<file path="config.mk">
export PLATFORM = sky130hd
export DESIGN_NAME = instruction_field_decoder
export DESIGN_NICKNAME = d
export VERILOG_FILES = /design/src/inc/decode_pkg.sv /design/src/core/instruction_field_decoder.sv
export SDC_FILE = /design/constraint.sdc
export NUM_CORES = 1
export LEC_CHECK = 0
export ABC_AREA = 1
export ABC_CLOCK_PERIOD_IN_PS = 3350
export BUFFER_PORTS_ARGS = -buffer_cell sky130_fd_sc_hd__clkbuf_2
export CORE_MARGIN = 5
export CORE_UTILIZATION = 40
export CTS_BUF_LIST = sky130_fd_sc_hd__clkbuf_4
export DETAILED_ROUTE_END_ITERATION = 8
export GPL_TIMING_DRIVEN = 0
export PLACE_DENSITY = 0.66
export SYNTH_ARGS = -nofsm -noshare
export SYNTH_HDL_FRONTEND = slang
export SYNTH_SLANG_ARGS = --single-unit
</file>
<file path="constraint.sdc">
create_clock -name clock_i -period 3.35 [get_ports clock_i]
set_input_delay 0.5025 -clock clock_i [delete_from_list [all_inputs] [get_ports clock_i]]
set_output_delay 0.5025 -clock clock_i [all_outputs]
set_load 0.01 [all_outputs]
</file>
<file path="src/inc/decode_pkg.sv">
package decode_pkg;

	// ---------------------------------------------------------------
	// Word layout
	// ---------------------------------------------------------------
	localparam int WORD_W      = 16;
	localparam int FILE_W      = 8;
	localparam int LONG_FILE_W = 12;
	localparam int BIT_W       = 3;
	localparam int LIT8_W      = 8;
	localparam int LIT12_W     = 12;
	localparam int LIT20_W     = 20;
	localparam int PTR_W       = 21;
	localparam int BRANCH_W    = 11;
	localparam int MODE_W      = 2;

	localparam int FILE_LSB    = 0;
	localparam int ACCESS_BIT  = 8;
	localparam int DEST_BIT    = 9;
	localparam int BITNUM_LSB  = 9;
	localparam int LONG_LSB    = 0;
	localparam int TOP_LSB     = 12;
	localparam int LIT_LSB     = 0;
	localparam int FAST_BIT    = 0;
	localparam int MODE_LSB    = 0;

	// ---------------------------------------------------------------
	// Opcode classes (upper nibble or upper bits)
	// ---------------------------------------------------------------
	localparam logic [3:0] TOP_SECOND  = 4'hF; // second-word marker
	localparam logic [3:0] TOP_MOVE    = 4'hC; // register move
	localparam logic [3:0] TOP_BRA     = 4'hD; // relative branch/call
	localparam logic [3:0] TOP_CTRL    = 4'hE; // absolute / conditional
	localparam logic [3:0] TOP_LIT     = 4'h0; // literal and misc group
	localparam logic [3:0] TOP_BIT_LO  = 4'h7; // bit ops 0x7..0xB
	localparam logic [3:0] TOP_BIT_HI  = 4'hB;
	localparam logic [7:0] HI_GOTO     = 8'hEF;
	localparam logic [7:0] HI_CALL0    = 8'hEC;
	localparam logic [7:0] HI_CALL1    = 8'hED;
	localparam logic [7:0] HI_LFSR     = 8'hEE;
	localparam logic [7:0] HI_TABLE    = 8'h00;
	localparam logic [3:0] TBL_RD_SEL  = 4'h0;
	localparam logic [3:0] TBL_WR_SEL  = 4'h1;
	localparam logic [3:0] SKIP_LO     = 4'h6; // f-skip ops 0x6x/bit-test
	localparam logic [7:0] HI_RETURN   = 8'h00;
	localparam logic [7:0] LO_RETURN_0 = 8'h12;
	localparam logic [7:0] LO_RETURN_1 = 8'h13;

	// ---------------------------------------------------------------
	// Sequencer timing
	// ---------------------------------------------------------------
	localparam logic [1:0] PHASE_LAST = 2'h3; // four clocks per cycle
	localparam logic [1:0] PHASE_ZERO = 2'h0;

	typedef enum logic [1:0] {
		PTR_KEEP     = 2'h0,
		PTR_POST_INC = 2'h1,
		PTR_POST_DEC = 2'h2,
		PTR_PRE_INC  = 2'h3
	} pointer_update_mode_type;

	typedef enum logic [1:0] {
		ST_FIRST  = 2'b00,
		ST_SECOND = 2'b01,
		ST_FLUSH  = 2'b11
	} seq_state_type;

	typedef struct packed {
		logic                        valid;
		logic                        is_nop;
		logic                        to_file;
		logic                        use_bank;
		logic [FILE_W-1:0]           file_addr;
		logic [BIT_W-1:0]            bit_num;
		logic [7:0]                  bit_mask;
		logic [LONG_FILE_W-1:0]      move_source_address;
		logic [LONG_FILE_W-1:0]      move_target_address;
		logic [LIT8_W-1:0]           lit8;
		logic [LIT12_W-1:0]          lit12;
		logic [LIT20_W-1:0]          lit20;
		logic                        fast_mode;
		logic                        relative;
		logic signed [BRANCH_W-1:0]  branch_offset;
		logic                        table_read;
		logic                        table_write;
		pointer_update_mode_type     pointer_update_mode;
	} decoded_type;

endpackage

</file>
<file path="src/core/instruction_field_decoder.sv">
// Contract
// - Most instructions are one 16-bit word; four take two words.
// - A second word has ones in top four bits; alone it is a no-op.
// - Single-word takes one cycle; skip or PC change adds a no-op cycle.
// - Two-word instructions take two instruction cycles; a redirect on the second word makes three.
// - One instruction cycle is four clock periods.
// - Destination bit zero goes to accumulator, one goes to file register.
// - Access bit zero uses access RAM; one uses bank select register.
// - Bit ops decode a three-bit bit number, 0 to 7.
// - Short file address is 8 bits, 0x00 to 0xFF.
// - Register move decodes 12-bit source and target addresses, no bank.
// - Literals come out as 8, 12 or 20 bits.
// - Table ops carry pointer mode: keep, post-inc, post-dec, pre-inc.
// - Fast bit on call/return saves or restores shadow registers.
// - Relative branches use signed offset; call/goto use direct address.
// - Table access uses 21-bit pointer and 8-bit table latch.
// - Bit ops decode file address, bit number and access bit.
// - Byte format: opcode 15:10, d bit 9, a bit 8, file 7:0.
// - Bit format: opcode 15:12, bit number 11:9, a bit 8, file 7:0.
// - Move second word is 1111 then 12-bit target address.
`timescale 1ns/1ns
`default_nettype none

module instruction_field_decoder
	import decode_pkg::*;
(
	input  wire logic                clock_i,        // 10 MHz clock
	input  wire logic                sys_rst_i,      // sync reset, high
	input  wire logic [WORD_W-1:0]   fetch_word_i,   // fetched program word
	input  wire logic                redirect_i,     // skip true or PC changed
	input  wire logic [7:0]          bank_select_register_i, // bank select
	input  wire logic [PTR_W-1:0]    program_memory_pointer_i, // table ptr
	output logic                     cycle_start_o,  // last clock of cycle
	output logic                     word_take_o,    // fetch word consumed
	output decoded_type              decoded_o,      // decoded controls
	output logic [LONG_FILE_W-1:0]   ram_address_o,  // banked RAM address
	output logic [PTR_W-1:0]         table_address_o,// table access address
	output logic [PTR_W-1:0]         pointer_next_o, // pointer after access
	output logic                     two_word_o,     // two-word in flight
	output logic [1:0]               cycles_o        // cycles of last instr
);

	// ---------------------------------------------------------------
	// Phase divider
	// ---------------------------------------------------------------
	logic [1:0] phase_q;
	wire        phase_end = (phase_q == PHASE_LAST);

	always_ff @(posedge clock_i) begin
		if (sys_rst_i) begin
			phase_q <= PHASE_ZERO;
		end else begin
			phase_q <= phase_q + 2'h1;
		end
	end

	// ---------------------------------------------------------------
	// Field extraction
	// ---------------------------------------------------------------
	wire [3:0] top_nib = fetch_word_i[TOP_LSB +: 4];
	wire [7:0] hi_byte = fetch_word_i[15:8];
	wire [7:0] lo_byte = fetch_word_i[7:0];

	// Fields always come from fixed positions and are decoded for every word, so
	// don't-care bits still steer use_bank, to_file and the pointer mode.
	wire [FILE_W-1:0] file_fld = fetch_word_i[FILE_LSB +: FILE_W];
	wire              dest_fld = fetch_word_i[DEST_BIT];
	wire              acc_fld  = fetch_word_i[ACCESS_BIT];
	wire [BIT_W-1:0]  bit_fld  = fetch_word_i[BITNUM_LSB +: BIT_W];
	wire [LONG_FILE_W-1:0] long_fld = fetch_word_i[LONG_LSB +: LONG_FILE_W];

	wire is_second = (top_nib == TOP_SECOND);
	wire is_move   = (top_nib == TOP_MOVE);
	wire is_goto   = (hi_byte == HI_GOTO);
	wire is_call   = (hi_byte == HI_CALL0) || (hi_byte == HI_CALL1);
	wire is_lfsr   = (hi_byte == HI_LFSR);
	wire starts_two = is_move || is_goto || is_call || is_lfsr;
	wire is_bitop  = (top_nib >= TOP_BIT_LO) && (top_nib <= TOP_BIT_HI);
	wire is_rel    = (top_nib == TOP_BRA);
	wire is_table  = (hi_byte == HI_TABLE) && (lo_byte[7:4] == 4'h0)
		&& (lo_byte[3]);
	wire is_ret    = (hi_byte == HI_RETURN)
		&& ((lo_byte == LO_RETURN_0) || (lo_byte == LO_RETURN_1));
	wire [7:0] bit_mask_w = 8'h01 << bit_fld;

	// ---------------------------------------------------------------
	// Sequencer
	// ---------------------------------------------------------------
	seq_state_type state_q;
	seq_state_type state_d;
	decoded_type   dec_q;
	logic [WORD_W-1:0] first_q;
	logic [1:0]    cycles_q;
	logic          take_q;
	logic          start_q;
	logic          two_q;

	always_comb begin
		state_d = state_q;
		case (state_q)
			ST_FIRST: begin
				if (redirect_i) begin
					state_d = ST_FLUSH;
				end else if (starts_two) begin
					state_d = ST_SECOND;
				end
			end
			ST_SECOND: begin
				state_d = redirect_i ? ST_FLUSH : ST_FIRST;
			end
			ST_FLUSH: begin
				state_d = ST_FIRST;
			end
			default: begin
				state_d = ST_FIRST;
			end
		endcase
	end

	// Decode of the word in the first slot.
	decoded_type dec_first;
	always_comb begin
		dec_first = '0;
		dec_first.valid     = 1'b1;
		dec_first.is_nop    = is_second;
		dec_first.to_file   = dest_fld;
		dec_first.use_bank  = acc_fld;
		dec_first.file_addr = file_fld;
		dec_first.bit_num   = is_bitop ? bit_fld : '0;
		dec_first.bit_mask  = is_bitop ? bit_mask_w : 8'h00;
		dec_first.move_source_address = is_move ? long_fld : '0;
		dec_first.lit8      = lo_byte;
		dec_first.lit12     = long_fld;
		dec_first.fast_mode = (is_call || is_ret)
			&& fetch_word_i[FAST_BIT];
		dec_first.relative  = is_rel;
		dec_first.branch_offset = fetch_word_i[BRANCH_W-1:0];
		dec_first.table_read  = is_table && !lo_byte[2];
		dec_first.table_write = is_table && lo_byte[2];
		dec_first.pointer_update_mode = pointer_update_mode_type'(
			fetch_word_i[MODE_LSB +: MODE_W]);
	end

	always_ff @(posedge clock_i) begin
		if (sys_rst_i) begin
			state_q  <= ST_FIRST;
			dec_q    <= '0;
			first_q  <= '0;
			cycles_q <= 2'h0;
			take_q   <= 1'b0;
			start_q  <= 1'b0;
			two_q    <= 1'b0;
		end else begin
			start_q <= (phase_q == PHASE_LAST - 2'h1);
			take_q  <= 1'b0;
			if (phase_end) begin
				state_q <= state_d;
				two_q   <= (state_d == ST_SECOND);
				take_q  <= 1'b1;
				case (state_q)
					ST_FIRST: begin
						first_q <= fetch_word_i;
						dec_q   <= dec_first;
						cycles_q <= (redirect_i || starts_two)
							? 2'h2 : 2'h1;
						if (starts_two) begin
							dec_q.valid <= 1'b0;
						end
					end
					ST_SECOND: begin
						dec_q.valid <= 1'b1;
						dec_q.move_target_address <= long_fld;
						dec_q.lit20 <= {long_fld,
							first_q[LIT8_W-1:0]};
						cycles_q <= redirect_i ? 2'h3 : 2'h2;
					end
					ST_FLUSH: begin
						dec_q <= '0;
						dec_q.valid  <= 1'b1;
						dec_q.is_nop <= 1'b1;
					end
					default: begin
						dec_q <= '0;
					end
				endcase
			end
		end
	end

	// ---------------------------------------------------------------
	// Address forming
	// ---------------------------------------------------------------
	logic [LONG_FILE_W-1:0] ram_q;
	logic [PTR_W-1:0]       tab_q;
	logic [PTR_W-1:0]       ptr_next_q;
	wire  [PTR_W-1:0]       ptr_inc = program_memory_pointer_i + 21'h1;
	wire  [PTR_W-1:0]       ptr_dec = program_memory_pointer_i - 21'h1;
	wire  [LONG_FILE_W-1:0] ram_w = dec_q.use_bank
		? {bank_select_register_i[3:0], dec_q.file_addr}
		: {{4{dec_q.file_addr[7]}}, dec_q.file_addr};

	always_ff @(posedge clock_i) begin
		if (sys_rst_i) begin
			ram_q      <= '0;
			tab_q      <= '0;
			ptr_next_q <= '0;
		end else begin
			ram_q <= ram_w;
			case (dec_q.pointer_update_mode)
				PTR_POST_INC: begin
					tab_q      <= program_memory_pointer_i;
					ptr_next_q <= ptr_inc;
				end
				PTR_POST_DEC: begin
					tab_q      <= program_memory_pointer_i;
					ptr_next_q <= ptr_dec;
				end
				PTR_PRE_INC: begin
					tab_q      <= ptr_inc;
					ptr_next_q <= ptr_inc;
				end
				default: begin
					tab_q      <= program_memory_pointer_i;
					ptr_next_q <= program_memory_pointer_i;
				end
			endcase
		end
	end

	assign cycle_start_o   = start_q;
	assign word_take_o     = take_q;
	assign decoded_o       = dec_q;
	assign ram_address_o   = ram_q;
	assign table_address_o = tab_q;
	assign pointer_next_o  = ptr_next_q;
	assign two_word_o      = two_q;
	assign cycles_o        = cycles_q;

endmodule

`default_nettype wire

</file>
==> metrics.txt, run 1 <==
outcome=finished clean; DR iter-0 viols=~600; Warnings, synthesis=0; CTS Buf Count=17; Post-route DRC=0; Vias=6315; crit start category=register; chip width=135 um; CP Capture Type=register; CP Cell Sequence=buf_4, inv_1, nor2_1, inv_1, buf_2, o21ai_0; clock root cell=clkbuf_4; pre-CTS WS=around 1300 ps; Yosys cell types=36; post-cts repair resize count=0; Max FO, Critical Path=10; dpl cell area=7510 sq um; Post-synth ARST share=0%; Core Region=15300 sq um; sequential share of the synthesized area=42.1%; Pwr Total=3050 uW; routed vias/inst=roughly 4.9; Post-synth EDFFs=0; CTS Sinks=132; cells taking the most area after synthesis=dfxtp_1, nand2_1, a21oi_1; syn avg cell area=roughly 7.3 sq um; Mapped Cells=864; Req. time, crit path=roughly 3800 ps; Die Height=135 um; # H-tree levels=4; Slew @ Worst Pin=671 ps; final clock skew=19.1 ps; pwr/cell area=~400 nW/um^2; Slew headroom=55.3%; clk buf depth=2; Setup violations, final=0; CP Class=register to register; max_cap viols=0; CTS tree=done; vias in the first global route=5797; RSZ-0062 raised after global routing=false; share of layout cells above drive strength 1=29.7%; largest net degree at the start of global routing=17; Rows=45; clk_lat worst skew=540 ps; CP max stage delay=470 ps; most common flop cell mapped by yosys=dfxtp_1; worst path arrival time=~2500 ps; post-synthesis cell area=6280 sq um; area added between synthesis and finish=23.6%; Final Slew Violations=0; crit-path most repeated cell=inv_1; Max rail drop VDD=0.170 mV; total track usage=21.8%; Hold/Removal Path Class=input pin to register; min Tclk post-route=2010 ps; Final GP Congestion=~0.94; first-pass GRT wire length=31300 um; input/output buffers=193; Die ar.=18300 sq um; Yosys top cell area share=between 40 and 50%; Clock transition at path regs=130 ps; setup_tns=0 ps; period utilization=60.1%; Routed WL=20200 um; hold_buf cts=0; grt total ovfl=0; #FFs+latches synth=132; largest area contributor in the netlist=dfxtp_1; Final Hold Viols=0; syn nets=920; Initial DRT Pass Iterations=6; Post-CTS Setup Bufs=0; Crit-path slowest cell=dfxtp_1; FILL cells=1595; DR WL/cell=15.6 um; post-route ant nets=0; initial antenna violation count=1; area of the multi-input gates=2750 sq um; Lkg Pwr=0.00370 uW; fin util=50.7%; fmax=0.497 GHz; Boundary Pins=between 200 and 250; Seq. cell area=2640 sq um; detailed-placement wirelength estimate=15600 um; Initial Utilization=41.0%; fin nets=~1100; Design Area, Final=7760 sq um; setup ws final=1340 ps
==> per-layer routing <==
metal | GRT usage, % | share of wire, %
met3 | 5.16 | 8.5
met1 | 31.0 | 46
met5 | 0 | 0
met4 | 6.77 | 1.3
met2 | 32.7 | 44
==> cell families after synthesis <==
group	after synthesis	share of synthesized area (%)
compound gates	157	13.4
xor+xnor	20	2.79
fa+ha+maj	8	1.59
buf+inv	171	14.1
flops	132	42.1
simple gates	376	26.1
==> state kept, by name (all words and copies together), names as in the netlist <==
name and count:
two_word_o 1, phase_q 2, first_q 8, ram_address_o 12
cycle_start_o 1, cycles_o 2, decoded_o 61, state_q 2
word_take_o 1, table_address_o 21, pointer_next_o 21
==> through the flow <==
step           std cells  hold slack [ps]
6_report            1300              190
5_1_grt             1300              151
4_1_cts             1299              138
3_5_place_dp        1268              436
3_3_place_gp        1268              425
2_1_floorplan        864              417
==> Yosys cell counts (8+ instances only) <==
master,number
o21ai_0,46
clkbuf_1,11
inv_1,72
nand4_1,16
buf_2,16
nand3_1,43
nand2_1,202
nor2_1,81
nor3_1,9
dfxtp_1,132
buf_1,8
buf_4,54
xor2_1,17
a21oi_1,89
ha_1,8
==> area by class of cell <==
type / count / share of cell area, %
timing repair buffer: 193 / 12.4
sequential: 132 / 34.1
buffer: 93 / 7.60
tap: 211 / 3.40
clock buffer: 18 / 1.74
antenna: 1 / 0.0323
multi-input combinational: 561 / 35.5
clock inverter: 13 / 1.47
inverter: 78 / 3.77
==> cell usage in the layout (no fill, tap or decap), drive strengths merged, types with 8 or more instances in the layout <==
cell / Yosys / layout
clkbuf: 13 / 224
nand2: 204 / 204
dfxtp: 132 / 132
nor2: 92 / 92
a21oi: 89 / 89
buf: 80 / 80
inv: 77 / 77
o21ai: 49 / 49
nand3: 47 / 47
xor2: 17 / 17
nand4: 16 / 16
nor3: 12 / 12
clkinv: 1 / 10
ha: 8 / 8
==> critical path, delay by kind of cell, from the launching register on <==
kind                   cells  cell delay (ps)
flip-flops                 1              470
buffers and inverters      4              840
AO/OA/AOI/OAI              1              240
AND/OR/NAND/NOR            1              360
==> worst paths after layout <==
kind	start	endpoint	slack, ps	depth (start not counted)
hold reg to reg	phase_q[0]	phase_q[0]	450	1
setup / recovery	decoded_o[49]	pointer_next_o[9]	1340	6
hold / removal	bank_select_register_i[2]	ram_address_o[10]	190	3
setup reg to reg	decoded_o[49]	pointer_next_o[9]	1340	6
==> where the power goes <==
part	internal [uW]	total (uW)	switching, uW
clock network	368	969	601
logic	148	428	280
registers	1620	1650	24.4
Note: power is estimated with default switching activity, not from simulation.
==> inputs of run 2 (changes only) <==
--- a/config.mk
+++ b/config.mk
@@ -5,15 +5,15 @@
 export SDC_FILE = /design/constraint.sdc
 export NUM_CORES = 1
 export LEC_CHECK = 0
-export ABC_AREA = 1
-export ABC_CLOCK_PERIOD_IN_PS = 3350
+export ABC_AREA = 0
+export ABC_CLOCK_PERIOD_IN_PS = 2090
 export BUFFER_PORTS_ARGS = -buffer_cell sky130_fd_sc_hd__clkbuf_2
 export CORE_MARGIN = 5
 export CORE_UTILIZATION = 40
 export CTS_BUF_LIST = sky130_fd_sc_hd__clkbuf_4
 export DETAILED_ROUTE_END_ITERATION = 8
 export GPL_TIMING_DRIVEN = 0
-export PLACE_DENSITY = 0.66
+export PLACE_DENSITY = 0.67
 export SYNTH_ARGS = -nofsm -noshare
 export SYNTH_HDL_FRONTEND = slang
 export SYNTH_SLANG_ARGS = --single-unit
==> constraint.sdc (replaced) <==
create_clock -name clock_i -period 2.09 [get_ports clock_i]
set_input_delay 0.3135 -clock clock_i [delete_from_list [all_inputs] [get_ports clock_i]]
set_output_delay 0.3135 -clock clock_i [all_outputs]
set_load 0.01 [all_outputs]
==> run 2 against run 1 <==
Against the previous run: combinational power up 41%; clock skew fell by 4.3 ps; utilization is 1.9 points higher; highest routed layer unchanged.
==> metrics.txt, run 2 <==
period utilization=94.8% (+35 points); CTS Buf Count=17 (unchanged); setup ws final=109 ps (-1230 ps); DR WL/cell=16.2 um (+4.0%); input/output buffers=197 (+2.1%); initial antenna violation count=1 (unchanged); Yosys top cell area share=45.2% (+3.1 points); Final Hold Viols=0 (unchanged); first-pass GRT wire length=27100 um (-13%); Hold/Removal Path Class=input pin to register; Design Area, Final=7580 sq um (-2.2%); routed vias/inst=5.02 (+3.2%); max_cap viols=0 (unchanged); Post-route DRC=0 (unchanged); pwr/cell area=677 nW/um^2 (+72%); sequential share of the synthesized area=45.2% (+3.1 points); largest net degree at the start of global routing=17 (unchanged); hold_sp=program_memory_pointer_i[4]; area of the multi-input gates=2670 sq um (-2.9%); post-route ant nets=0 (unchanged); dpl cell area=7070 sq um (-5.8%); clk buf depth=2 (unchanged); cells taking the most area after synthesis=dfxtp_1, buf_4, nor2_1; Lkg Pwr=0.00333 uW (-10%); most common flop cell mapped by yosys=dfxtp_1; end of the worst register-to-register path=pointer_next_o[14]; post-synthesis cell area=5850 sq um (-6.8%); Core Region=14400 sq um (-5.8%); min Tclk post-route=1980 ps (-30.6 ps); CP Capture Type=register; fmax=0.505 GHz (+1.5%); most common cell after layout, fill and taps aside=clkbuf_2; Warnings, synthesis=0 (unchanged); max reg flops=61 (unchanged); Req. time, crit path=2520 ps (-1270 ps); Setup violations, final=0 (unchanged); largest area contributor in the netlist=dfxtp_1; CTS tree=done; FILL cells=1430 (-10%); Vias=5542 (-12%); Seq. cell area=2650 sq um (+0.19%); Yosys cell types=49 (+36%); Max FO, Critical Path=10 (unchanged); area added between synthesis and finish=29.7%; Post-synth EDFFs=0 (unchanged); Mapped Cells=682 (-21%); cell with the most instances after synthesis=dfxtp_1; Max rail drop VDD=0.252 mV (+48%); grt total ovfl=0 (unchanged); syn nets=738 (-20%); clock root cell=clkbuf_4; Worst Hold Endpoint=table_address_o[4]; Final Slew Violations=0 (unchanged); vias in the first global route=5203 (-10%); DR iter-0 viols=227 (-63%); most common library cells after synthesis=dfxtp_1, nor2_1, buf_4; CP Class=register to register; worst r2r src=decoded_o[49]; Die ar.=17100 sq um (-6.3%); Final GP Congestion=0.903 (-4.3%); share of layout cells above drive strength 1=35.7% (+6.0 points); Rows=44 (-2.2%); syn avg cell area=8.58 sq um (+18%); Clock transition at path regs=120 ps (about the same); Die Height=131 um (-3.2%); # H-tree levels=4 (unchanged); commonest non-fill, non-tap cells in the layout=clkbuf_2, dfxtp_1, nor2_1; CTS Sinks=132 (unchanged); Hold Path Depth=3 (unchanged); Post-synth ARST share=0% (unchanged); outcome=finished clean; Initial Utilization=40.6% (-0.44 points); R2R setup slack=110 ps (-1230 ps); final clock skew=14.8 ps (-4.28 ps); Slew headroom=46.1% (-9.1 points); Worst Setup SP=decoded_o[49]; pre-CTS WS=-508 ps (-1780 ps); detailed-placement wirelength estimate=13600 um (-13%); Routed WL=17900 um (-12%); fin util=52.6% (+1.9 points); clk_lat worst skew=540 ps (about the same); RSZ-0062 raised after global routing=true; fin nets=963 (-15%); chip width=131 um (-3.2%); crit start category=register; Slew @ Worst Pin=801 ps (+130 ps); #FFs+latches synth=132 (unchanged); Initial DRT Pass Iterations=4 (-2); total track usage=20.6% (-1.2 points); worst reg2reg path depth=5 (-1); Boundary Pins=211 (unchanged); worst path arrival time=2410 ps (-40 ps)
[run 2: changes by cell type in the layout (fill, tap and decap cells not counted), moves of 11 or more]
| cell | delta |
|---|---|
| nand2_1 | -155 |
| inv_1 | -61 |
| a21oi_1 | -41 |
| o21ai_0 | -38 |
| nand2b_1 | +31 |
| a22oi_1 | +27 |
| nor2b_1 | +14 |
| xnor2_1 | +13 |
| clkbuf_1 | +11 |
| clkbuf_2 | +11 |
[run 2: cell type report]
cell class,instances,share of cell area (%)
flip-flops and latches,132,34.9
diodes,1,0.0330
inverters,11,0.544
clock inverters,14,2.46
clock buffers,18,1.78
multi-input cells,442,35.2
repair buffers,207,14.1
well taps,184,3.04
plain buffers,96,7.89
[run 2: logic make-up after synthesis]
| group | after synthesis | share of synthesized area (%) |
|---|---|---|
| DFF | 132 | 45.2 |
| xor gates and xnor gates | 31 | 4.64 |
| adders and majority gates | 8 | 1.71 |
| and+or+nand+nor | 284 | 24.3 |
| buffers and inverters | 108 | 10.6 |
| AOI/OAI and AO/OA | 116 | 12.9 |
| muxes | 3 | 0.577 |
[run 2: how the worst max path moves through the flow]
stage                     endpoint  slack [ps]
3_3_place_gp   table_address_o[20]        -480
5_1_grt              decoded_o[84]         -30
3_5_place_dp   table_address_o[20]        -510
2_1_floorplan   pointer_next_o[14]           9
4_1_cts              decoded_o[84]          -7
6_report        pointer_next_o[14]         110
[run 2: layer usage]
metal / share of wire (%) / up-vias / GRT usage (%) / wire [um]
li1: - / 2744 / - / -
met1: 41 / 2582 / 24.4 / 7370
met2: 49 / 201 / 34.9 / 8740
met5: 0 / - / 0 / 0
met4: 0.78 / 0 / 5.57 / 139
met3: 9.1 / 15 / 8.01 / 1620
[run 2: critical path, stage by stage, from the launching register on]
cell and delay [ps]:
dfxtp_2 420, nor2b_4 200, nand2_1 170, or4_1 540, o31ai_2 220, mux2_1 340
[run 2: timing repair]
action | 4_1_cts | 5_1_grt
pin swaps | 0 | 4
hold buffers | 4 | 0
setup buffers | 1 | 5
endpoints found under the setup margin | 37 | 57
endpoints found under the hold margin | 4 | 0
gates resized for setup | 12 | 31
[run 2: through the flow]
step	setup TNS, ps	total power (uW)	std cells	hold WS [ps]
2_1_floorplan	0	3010	682	417
3_3_place_gp	-9610	3270	1063	428
3_5_place_dp	-9690	3270	1063	445
4_1_cts	-7.14	5190	1100	6.35
5_1_grt	-26.3	5390	1105	4.63
6_report	0	5130	1105	64.9
[run 2: where the power goes]
group | switching [uW] | total [uW] | internal (uW)
sequential | 37.7 | 2630 | 2590
combinational | 373 | 603 | 230
clock | 951 | 1900 | 954
total | 1360 | 5130 | 3770
